**config.mk**
```make
export PLATFORM = sky130hd
export DESIGN_NAME = unsigned_higher_branch_unit
export DESIGN_NICKNAME = d
export VERILOG_FILES = /design/src/inc/higher_branch_pkg.sv /design/src/logic/higher_condition.sv /design/src/logic/unsigned_higher_branch_unit.sv
export SDC_FILE = /design/constraint.sdc
export NUM_CORES = 1
export LEC_CHECK = 0
export ABC_CLOCK_PERIOD_IN_PS = 4500
export BUFFER_PORTS_ARGS = -buffer_cell sky130_fd_sc_hd__buf_2
export CORE_MARGIN = 2
export CORE_UTILIZATION = 49
export DETAILED_ROUTE_END_ITERATION = 8
export PLACE_DENSITY_LB_ADDON = 0.15
export SLEW_MARGIN = 20
export SYNTH_ARGS = -nofsm -noshare
export SYNTH_HDL_FRONTEND = slang
export SYNTH_SLANG_ARGS = --single-unit
```
**constraint.sdc**
```tcl
create_clock -name clk_in -period 4.5 [get_ports clk_in]
set_input_delay 0.225 -clock clk_in [delete_from_list [all_inputs] [get_ports clk_in]]
set_output_delay 0.225 -clock clk_in [all_outputs]
set_load 0.01 [all_outputs]
```
**src/inc/higher_branch_pkg.sv**
```systemverilog
package higher_branch_pkg;

    // ------------------------------------------------------------------
    // Encoding
    // ------------------------------------------------------------------
    localparam logic [7:0]  OPCODE_HIGHER       = 8'h22;
    localparam logic [15:0] PC_STEP             = 16'h0002;
    localparam logic [15:0] PC_RESET            = 16'h0000;

    // ------------------------------------------------------------------
    // Timing
    // ------------------------------------------------------------------
    localparam logic [1:0]  TAKEN_FETCHES       = 2'h3;
    localparam logic [1:0]  NOT_TAKEN_FETCHES   = 2'h1;

    // ------------------------------------------------------------------
    // Condition code bit positions (S X H I N Z V C)
    // ------------------------------------------------------------------
    localparam int          CCR_C_BIT           = 0;
    localparam int          CCR_Z_BIT           = 2;

    typedef enum logic [1:0] {
        ST_IDLE,
        ST_FETCH
    } branch_state_t;

endpackage

```
**src/logic/higher_condition.sv**
```systemverilog
`timescale 1ns/100ps
module higher_condition (
    input  wire logic [7:0] ccr_in,
    output logic            taken_out
);
    import higher_branch_pkg::*;

    // Carry clear and zero clear means the register operand was strictly
    // higher as an unsigned number, for both register-memory and the
    // accumulator-to-accumulator compare or subtract.
    assign taken_out = ~(ccr_in[CCR_C_BIT] | ccr_in[CCR_Z_BIT]);
endmodule // higher_condition

```
**src/logic/unsigned_higher_branch_unit.sv**
```systemverilog
`timescale 1ns/100ps
module unsigned_higher_branch_unit (
    input  wire logic                        clk_in,
    input  wire logic                        rst_n_in,
    input  wire logic                        issue_in,
    input  wire logic [7:0]                  opcode_in,
    input  wire logic [7:0]                  short_displacement_in,
    input  wire logic [15:0]                 pc_in,
    input  wire logic [7:0]                  ccr_in,
    output logic                             busy_out,
    output logic                             done_out,
    output logic                             taken_out,
    output logic                             fetch_out,
    output logic [15:0]                      fetch_addr_out,
    output logic                             pc_load_out,
    output logic [15:0]                      pc_out,
    output logic [7:0]                       ccr_out
);
    import higher_branch_pkg::*;

    // ------------------------------------------------------------------
    // Decode and condition
    // ------------------------------------------------------------------
    logic          hit;
    logic          cond_taken;
    logic [15:0]   target;
    branch_state_t state_ff;
    logic [1:0]    left_ff;
    logic          taken_ff;
    logic [15:0]   addr_ff;

    assign hit = issue_in && (state_ff == ST_IDLE) && (opcode_in == OPCODE_HIGHER);

    higher_condition u_cond (
        .ccr_in    (ccr_in),
        .taken_out (cond_taken)
    );

    // Sign extension lets backward branches wrap correctly modulo 64K.
    assign target = 16'(pc_in + PC_STEP + {{8{short_displacement_in[7]}}, short_displacement_in});

    // ------------------------------------------------------------------
    // Fetch sequencer
    // ------------------------------------------------------------------
    always_ff @(posedge clk_in) begin
        if (!rst_n_in) begin
            state_ff <= ST_IDLE;
            left_ff  <= 2'h0;
            taken_ff <= 1'b0;
            addr_ff  <= PC_RESET;
        end else begin
            case (state_ff)
                ST_IDLE: begin
                    if (hit) begin
                        state_ff <= ST_FETCH;
                        taken_ff <= cond_taken;
                        left_ff  <= cond_taken ? TAKEN_FETCHES : NOT_TAKEN_FETCHES;
                        addr_ff  <= cond_taken ? target : 16'(pc_in + PC_STEP);
                    end
                end
                default: begin
                    left_ff <= 2'(left_ff - 2'h1);
                    addr_ff <= 16'(addr_ff + 16'h0001);
                    if (left_ff == 2'h1) begin
                        state_ff <= ST_IDLE;
                    end
                end
            endcase
        end
    end

    // ------------------------------------------------------------------
    // Registered outputs
    // ------------------------------------------------------------------
    always_ff @(posedge clk_in) begin
        if (!rst_n_in) begin
            busy_out       <= 1'b0;
            fetch_out      <= 1'b0;
            fetch_addr_out <= PC_RESET;
            done_out       <= 1'b0;
            taken_out      <= 1'b0;
        end else begin
            busy_out       <= hit || (state_ff == ST_FETCH && left_ff != 2'h1);
            fetch_out      <= (state_ff == ST_FETCH);
            fetch_addr_out <= addr_ff;
            done_out       <= (state_ff == ST_FETCH) && (left_ff == 2'h1);
            taken_out      <= (state_ff == ST_FETCH) && (left_ff == 2'h1) && taken_ff;
        end
    end

    // A taken branch loads the PC once at decision time so the core redirects early;
    // flags pass back untouched because this instruction never alters them.
    always_ff @(posedge clk_in) begin
        if (!rst_n_in) begin
            pc_load_out <= 1'b0;
            pc_out      <= PC_RESET;
            ccr_out     <= 8'h00;
        end else begin
            pc_load_out <= hit && cond_taken;
            if (hit) begin
                pc_out  <= cond_taken ? target : 16'(pc_in + PC_STEP);
                ccr_out <= ccr_in;
            end
        end
    end
endmodule // unsigned_higher_branch_unit

```
==> impl_metrics.env, run 1 <==
export IMPL_synth_area_mm2=0.00372
export IMPL_synth_edff_count=0
export IMPL_hpwl_um=7030
export IMPL_worstPathMaxFanout=18
export IMPL_cp_required_ns=4.78
export IMPL_crit_family="simple AND/OR/NAND/NOR gates"
export IMPL_area_growth_syn_to_layout_pct=20.7
export IMPL_place_ws_ns=1.44
export IMPL_path_cells="nor4bb_1 -> nand3_1 -> buf_4 -> or3_1 -> mux2i_1 -> o31a_1"
export IMPL_viasPerCell=5.54
export IMPL_initial_core_util_pct=51.0
export IMPL_r2r_start="state_ff[0]$_SDFFE_PN0P_"
export IMPL_r2r_slack_ns=1.70
export IMPL_regArea_mm2=0.00130
export IMPL_finalNonFillerCells=635
export IMPL_grt_pass1_wl_um=15500
export IMPL_relSlewSlack_pct=53.5
export IMPL_post_route_period_util_pct=62.2
export IMPL_layout_commonest_cell="buf_2"
export IMPL_powerDensity_mw_per_mm2=313
export IMPL_nNetsFinal=597
export IMPL_hold_class="in -> reg"
export IMPL_clk_latency_ns=0.34
export IMPL_clock_path_buffers=2
export IMPL_p_seq_share_pct=41.1
export IMPL_path_class="reg -> reg"
export IMPL_root_buffer="clkbuf_8"
export IMPL_cp_slowest_cell="nand3_1"
export IMPL_cts_setup_buffers=0
export IMPL_cts_tree="yes"
export IMPL_vdd_drop_max_uv=133
export IMPL_synthArstFlopShare_pct=0
export IMPL_gp_congestion=0.876
export IMPL_grt_max_degree=38
export IMPL_wirelength_um=9190
export IMPL_holdBufCountCts=0
export IMPL_htreeDepth=3
export IMPL_dp_cells=619
export IMPL_grt_pass1_vias=3216
export IMPL_cts_made_buffers=9
export IMPL_switching_share_pct=26.3
export IMPL_start_kind="flip-flop"
export IMPL_worst_path_buf_inv=1
export IMPL_setup_viol=0
export IMPL_endpoint="pc_out[12]$_SDFFE_PN0P_"
export IMPL_yosysWarnings=0
export IMPL_rows=31
export IMPL_synth_fp_nets=514
export IMPL_fmax_mhz=357
export IMPL_r2r_end="pc_out[12]$_SDFFE_PN0P_"
export IMPL_grt_usage_pct=22.9
export IMPL_drive_above_1_share_pct=21.8
export IMPL_cts_resized=0
export IMPL_crit_arrival_ns=3.08
export IMPL_n_antenna_cell=0
export IMPL_mostFrequentLayoutCells="87 x buf_2, 65 x dfxtp_1, 45 x nand2_1, 35 x nor2_1, 34 x a21oi_1"
export IMPL_drc=0
export IMPL_cp_num_cells=6
export IMPL_finalHoldViolCount=0
export IMPL_ant_nets=0
export IMPL_die_area_mm2=0.00830
export IMPL_finalClockSkew_ns=0.0130
export IMPL_core_area_mm2=0.00729
export IMPL_reg2reg_depth=6
export IMPL_drt_iter0_drc=169
export IMPL_wl_per_cell_um=14.5
export IMPL_p_int_w=0.00103
export IMPL_drt_pass1_iterations=5
export IMPL_total_power_w=0.00140
export IMPL_power_frac_clock_pct=44.1
export IMPL_crit_start="state_ff[0]$_SDFFE_PN0P_"
export IMPL_power_leakage_nw=1.99
export IMPL_cts_sinks=65
export IMPL_rsz0062_at_grt="no"
export IMPL_yosysUniqueCellTypes=56
export IMPL_portBuffers=87
export IMPL_power_share_combinational_pct=14.9
export IMPL_synth_seq_cells=65
export IMPL_holdWs_ns=0.116
export IMPL_nFillCells=708
export IMPL_report_final_slew_viol_count=0
export IMPL_dominantRegCellSynth="dfxtp_1"
export IMPL_die_w_um=91.1
export IMPL_syn_inst=448
export IMPL_antenna_found_initial=0
export IMPL_synth_yosys_seq_area_share_pct=35.0
export IMPL_io_pins=88
export IMPL_drv_cap=0
export IMPL_grt_overflow=0
export IMPL_path_clk_slew_ns=0.08
export IMPL_fin_crit_ns=2.80
export IMPL_max_stage_delay_ns=0.56
export IMPL_p_switching_w=0.000369
export IMPL_tns_ns=0
export IMPL_worst_slew_pin_slew_ns=0.695
export IMPL_avgSynthCellArea_um2=8.30
export IMPL_die_h_um=91.1
export IMPL_fin_ws_ns=1.70
export IMPL_multi_input_area_mm2=0.00230
export IMPL_status="finished clean"
export IMPL_endpoint_kind="flip-flop"
export IMPL_dr_total_vias=3517
## routing by layer
metal | up-vias | GRT usage [%] | share of wire (%)
li1 | 1791 | - | -
met1 | 1602 | 32.5 | 49
met2 | 111 | 34.8 | 44
met3 | 13 | 4.15 | 5.5
met4 | 0 | 7.70 | 1.3
met5 | - | 0 | 0
## through the flow
step / area (µm²) / util (%)
floorplan: 3720 / -
global placement: 4240 / 58.1
detailed placement: 4240 / 58.1
CTS: 4490 / 61.5
global route: 4490 / 61.5
finish: 4490 / 61.5
## state kept, by name, summed over array words and instances, names as in the netlist, 2 cells and up
register,count
addr_ff,16
fetch_addr_out,16
pc_out,16
ccr_out,8
left_ff,2
## cells by family after synthesis
logic type	share of synthesized area (%)
AOI/OAI and AO/OA	22.4
xor gates and xnor gates	5.42
and+or+nand+nor	24.1
adders and majority gates	7.94
muxes	1.92
DFF	35.0
buffers and inverters	3.20
## cells in the mapped netlist (all sizes together) (4+ instances only)
library cell  number  area (µm²)
mux2i              6        60.1
a21o               7        52.6
o21ai             21         109
a221oi             4        41.3
and2              24         150
clkbuf            17        63.8
ha                22         275
nor2              35         131
and3               6        37.5
xnor2             14         123
xor2               9        78.8
a211o              4        35.0
a21oi             34         170
inv               11        41.3
dfxtp             65        1300
nand2b             4        25.0
or3                4        25.0
nand2             45         169
nand3             24         120
o21a              12        90.1
o211ai             4        30.0
nand4             11        83.8
a31oi              4        25.0
a211oi            13        97.6
nor3              11        55.1
## power by group through the flow
stage	combinational [W]	clock, W	sequential (W)
3_3_place_gp	0.000204	0	0.000590
3_5_place_dp	0.000205	0	0.000590
5_1_grt	0.000234	0.000654	0.000576
2_1_floorplan	0.000146	0	0.000590
6_report	0.000208	0.000618	0.000576
4_1_cts	0.000207	0.000623	0.000576
## tightest hold or removal path: stages
cell,delay (ns)
buf_2,0.10
nand2_1,0.04
a21oi_1,0.05
## worst min-delay path by stage
| stage | slack [ns] | start | cells past startpoint | endpoint |
|---|---|---|---|---|
| 5_1_grt | 0.12 | ccr_in[5] | 3 | ccr_out[5]$_SDFFE_PN0P_ |
| 3_5_place_dp | 0.44 | ccr_out[7]$_SDFFE_PN0P_ | 2 | ccr_out[7]$_SDFFE_PN0P_ |
| 2_1_floorplan | 0.36 | ccr_in[0] | 2 | ccr_out[0]$_SDFFE_PN0P_ |
| 3_3_place_gp | 0.44 | ccr_out[4]$_SDFFE_PN0P_ | 2 | ccr_out[4]$_SDFFE_PN0P_ |
| 6_report | 0.12 | ccr_in[3] | 3 | ccr_out[3]$_SDFFE_PN0P_ |
| 4_1_cts | 0.11 | ccr_in[7] | 3 | ccr_out[7]$_SDFFE_PN0P_ |
## cell type report
| class | instances | area share [%] |
|---|---|---|
| well taps | 99 | 2.76 |
| flip-flops and latches | 65 | 29.0 |
| multi-input cells | 352 | 51.2 |
| clock buffers | 9 | 2.76 |
| inverters | 11 | 0.920 |
| repair buffers | 92 | 10.5 |
| clock inverters | 7 | 2.79 |
Power figures use the tool's default switching activity.
==> inputs of run 2 (changes only) <==
Settings changed: ABC_CLOCK_PERIOD_IN_PS 4500 to 2900.
Clock period 4.5 ns to 2.9 ns, I/O delays scaled along.
==> run 2 against run 1 <==
Global-route usage up 1.3 points. Clock power up 55%. Critical endpoint is now pc_out[15]$_SDFFE_PN0P_. Via count up 0.45%. Sequential share of layout area down 0.29 points. Worst hold slack worse by 0.083 ns. Utilization up 0.62 points. Critical path type is now in -> reg. Die area unchanged. First-iteration DRC count up 43%. Critical path depth up 7. Combinational power up 62%. Register-to-register slack worse by 0.86 ns. Clock skew down 0.0034 ns.
==> impl_metrics.env, run 2 (synthesis results as in run 1) <==
export IMPL_cts_tree="yes"
export IMPL_tns_ns=0
export IMPL_gp_congestion=0.817
export IMPL_mostFrequentLayoutCells="87 x buf_2, 65 x dfxtp_1, 45 x nand2_1, 35 x nor2_1, 34 x a21oi_1"
export IMPL_nFillCells=687
export IMPL_hold_class="in -> reg"
export IMPL_viasPerCell=5.51
export IMPL_ant_nets=0
export IMPL_portBuffers=87
export IMPL_start_kind="primary input"
export IMPL_crit_arrival_ns=2.85
export IMPL_wirelength_um=9650
export IMPL_power_leakage_nw=2.02
export IMPL_initial_core_util_pct=51.0
export IMPL_wl_per_cell_um=15.1
export IMPL_path_clk_slew_ns=0.08
export IMPL_die_h_um=91.1
export IMPL_rows=31
export IMPL_clock_path_buffers=2
export IMPL_min_to="ccr_out[4]$_SDFFE_PN0P_"
export IMPL_drt_iter0_drc=241
export IMPL_drive_above_1_share_pct=22.7
export IMPL_area_growth_syn_to_layout_pct=21.9
export IMPL_die_area_mm2=0.00830
export IMPL_io_pins=88
export IMPL_vdd_drop_max_uv=219
export IMPL_drc=0
export IMPL_fin_crit_ns=2.58
export IMPL_dr_total_vias=3533
export IMPL_drv_cap=0
export IMPL_cp_required_ns=3.17
export IMPL_setup_viol=0
export IMPL_grt_overflow=0
export IMPL_largestRegisters="addr_ff x16, fetch_addr_out x16, pc_out x16"
export IMPL_path_class="in -> reg"
export IMPL_holdBufCountCts=0
export IMPL_core_area_mm2=0.00729
export IMPL_rsz0062_at_grt="no"
export IMPL_hpwl_um=7190
export IMPL_place_ws_ns=-0.0121
export IMPL_layout_commonest_cell="buf_2"
export IMPL_hp_start="ccr_in[4]"
export IMPL_report_final_slew_viol_count=0
export IMPL_powerDensity_mw_per_mm2=483
export IMPL_worstPathMaxFanout=5
export IMPL_reg2reg_depth=6
export IMPL_n_antenna_cell=0
export IMPL_total_power_w=0.00219
export IMPL_relSlewSlack_pct=65.3
export IMPL_post_route_period_util_pct=88.9
export IMPL_finalClockSkew_ns=0.00960
export IMPL_cts_made_buffers=9
export IMPL_grt_pass1_wl_um=16300
export IMPL_cts_resized=0
export IMPL_clk_latency_ns=0.35
export IMPL_grt_pass1_vias=3337
export IMPL_status="finished clean"
export IMPL_finalHoldViolCount=0
export IMPL_r2r_end="pc_out[12]$_SDFFE_PN0P_"
export IMPL_hold_path_depth=3
export IMPL_nNetsFinal=603
export IMPL_worst_slew_pin_slew_ns=0.517
export IMPL_r2r_slack_ns=0.84
export IMPL_htreeDepth=3
export IMPL_fmax_mhz=388
export IMPL_cts_setup_buffers=0
export IMPL_die_w_um=91.1
export IMPL_endpoint_kind="flip-flop"
export IMPL_root_buffer="clkbuf_8"
export IMPL_antenna_found_initial=0
export IMPL_fin_ws_ns=0.322
export IMPL_cts_sinks=65
export IMPL_r2r_start="state_ff[0]$_SDFFE_PN0P_"
export IMPL_grt_usage_pct=24.1
export IMPL_grt_max_degree=46
export IMPL_drt_pass1_iterations=5
-- run 2: per-layer routing --
metal	wire [µm]	share of wire, %	vias to the layer above	GRT usage [%]
li1	-	-	1806	-
met1	4590	48	1610	32.8
met2	4420	46	109	39.9
met3	518	5.4	8	3.57
met4	119	1.2	0	6.82
met5	0	0	-	0
-- run 2: how the worst max path moves through the flow --
stage                        start                       to  slack [ns]  cells after the start
after floorplan           pc_in[3]  pc_out[15]$_SDFFE_PN0P_        0.39                     11
after global placement    pc_in[3]  pc_out[15]$_SDFFE_PN0P_        0.05                     13
after detailed placement  pc_in[3]  pc_out[15]$_SDFFE_PN0P_       -0.01                     13
after CTS                 pc_in[3]  pc_out[15]$_SDFFE_PN0P_        0.36                     13
after global routing      pc_in[1]  pc_out[15]$_SDFFE_PN0P_        0.09                     13
final                     pc_in[3]  pc_out[15]$_SDFFE_PN0P_        0.32                     13
-- run 2: per-stage QoR --
step | hold WS [ns] | instances | utilization, % | cell area [µm²]
global route | 0.0422 | 641 | 62.1 | 4530
finish | 0.0332 | 641 | 62.1 | 4530
floorplan | 0.281 | 448 | - | 3720
global placement | 0.386 | 625 | 58.7 | 4280
detailed placement | 0.392 | 625 | 58.7 | 4280
CTS | 0.0193 | 641 | 62.1 | 4530
-- run 2: area by class of cell --
type	instances	area, µm²	area share (%)
multi-input cells	352	2300	50.7
flip-flops and latches	65	1300	28.7
repair buffers	98	518	11.4
clock inverters	7	125	2.76
clock buffers	9	124	2.73
well taps	99	124	2.73
inverters	11	41.3	0.911
-- run 2: critical path: stages --
cell and delay [ns]:
buf_2 0.12, and4_4 0.27, nand4_4 0.13, nor2_1 0.14, xnor2_1 0.20, inv_1 0.11
ha_1 0.38, o21a_1 0.19, a21boi_0 0.33, o221ai_1 0.19, nand4b_4 0.19, or3_1 0.33
o2111ai_1 0.11
-- run 2: power by group --
part           switching, W  internal, W
Combinational      0.000196     0.000140
Clock              0.000379     0.000580
Sequential      0.000000927     0.000893
Total              0.000577      0.00161
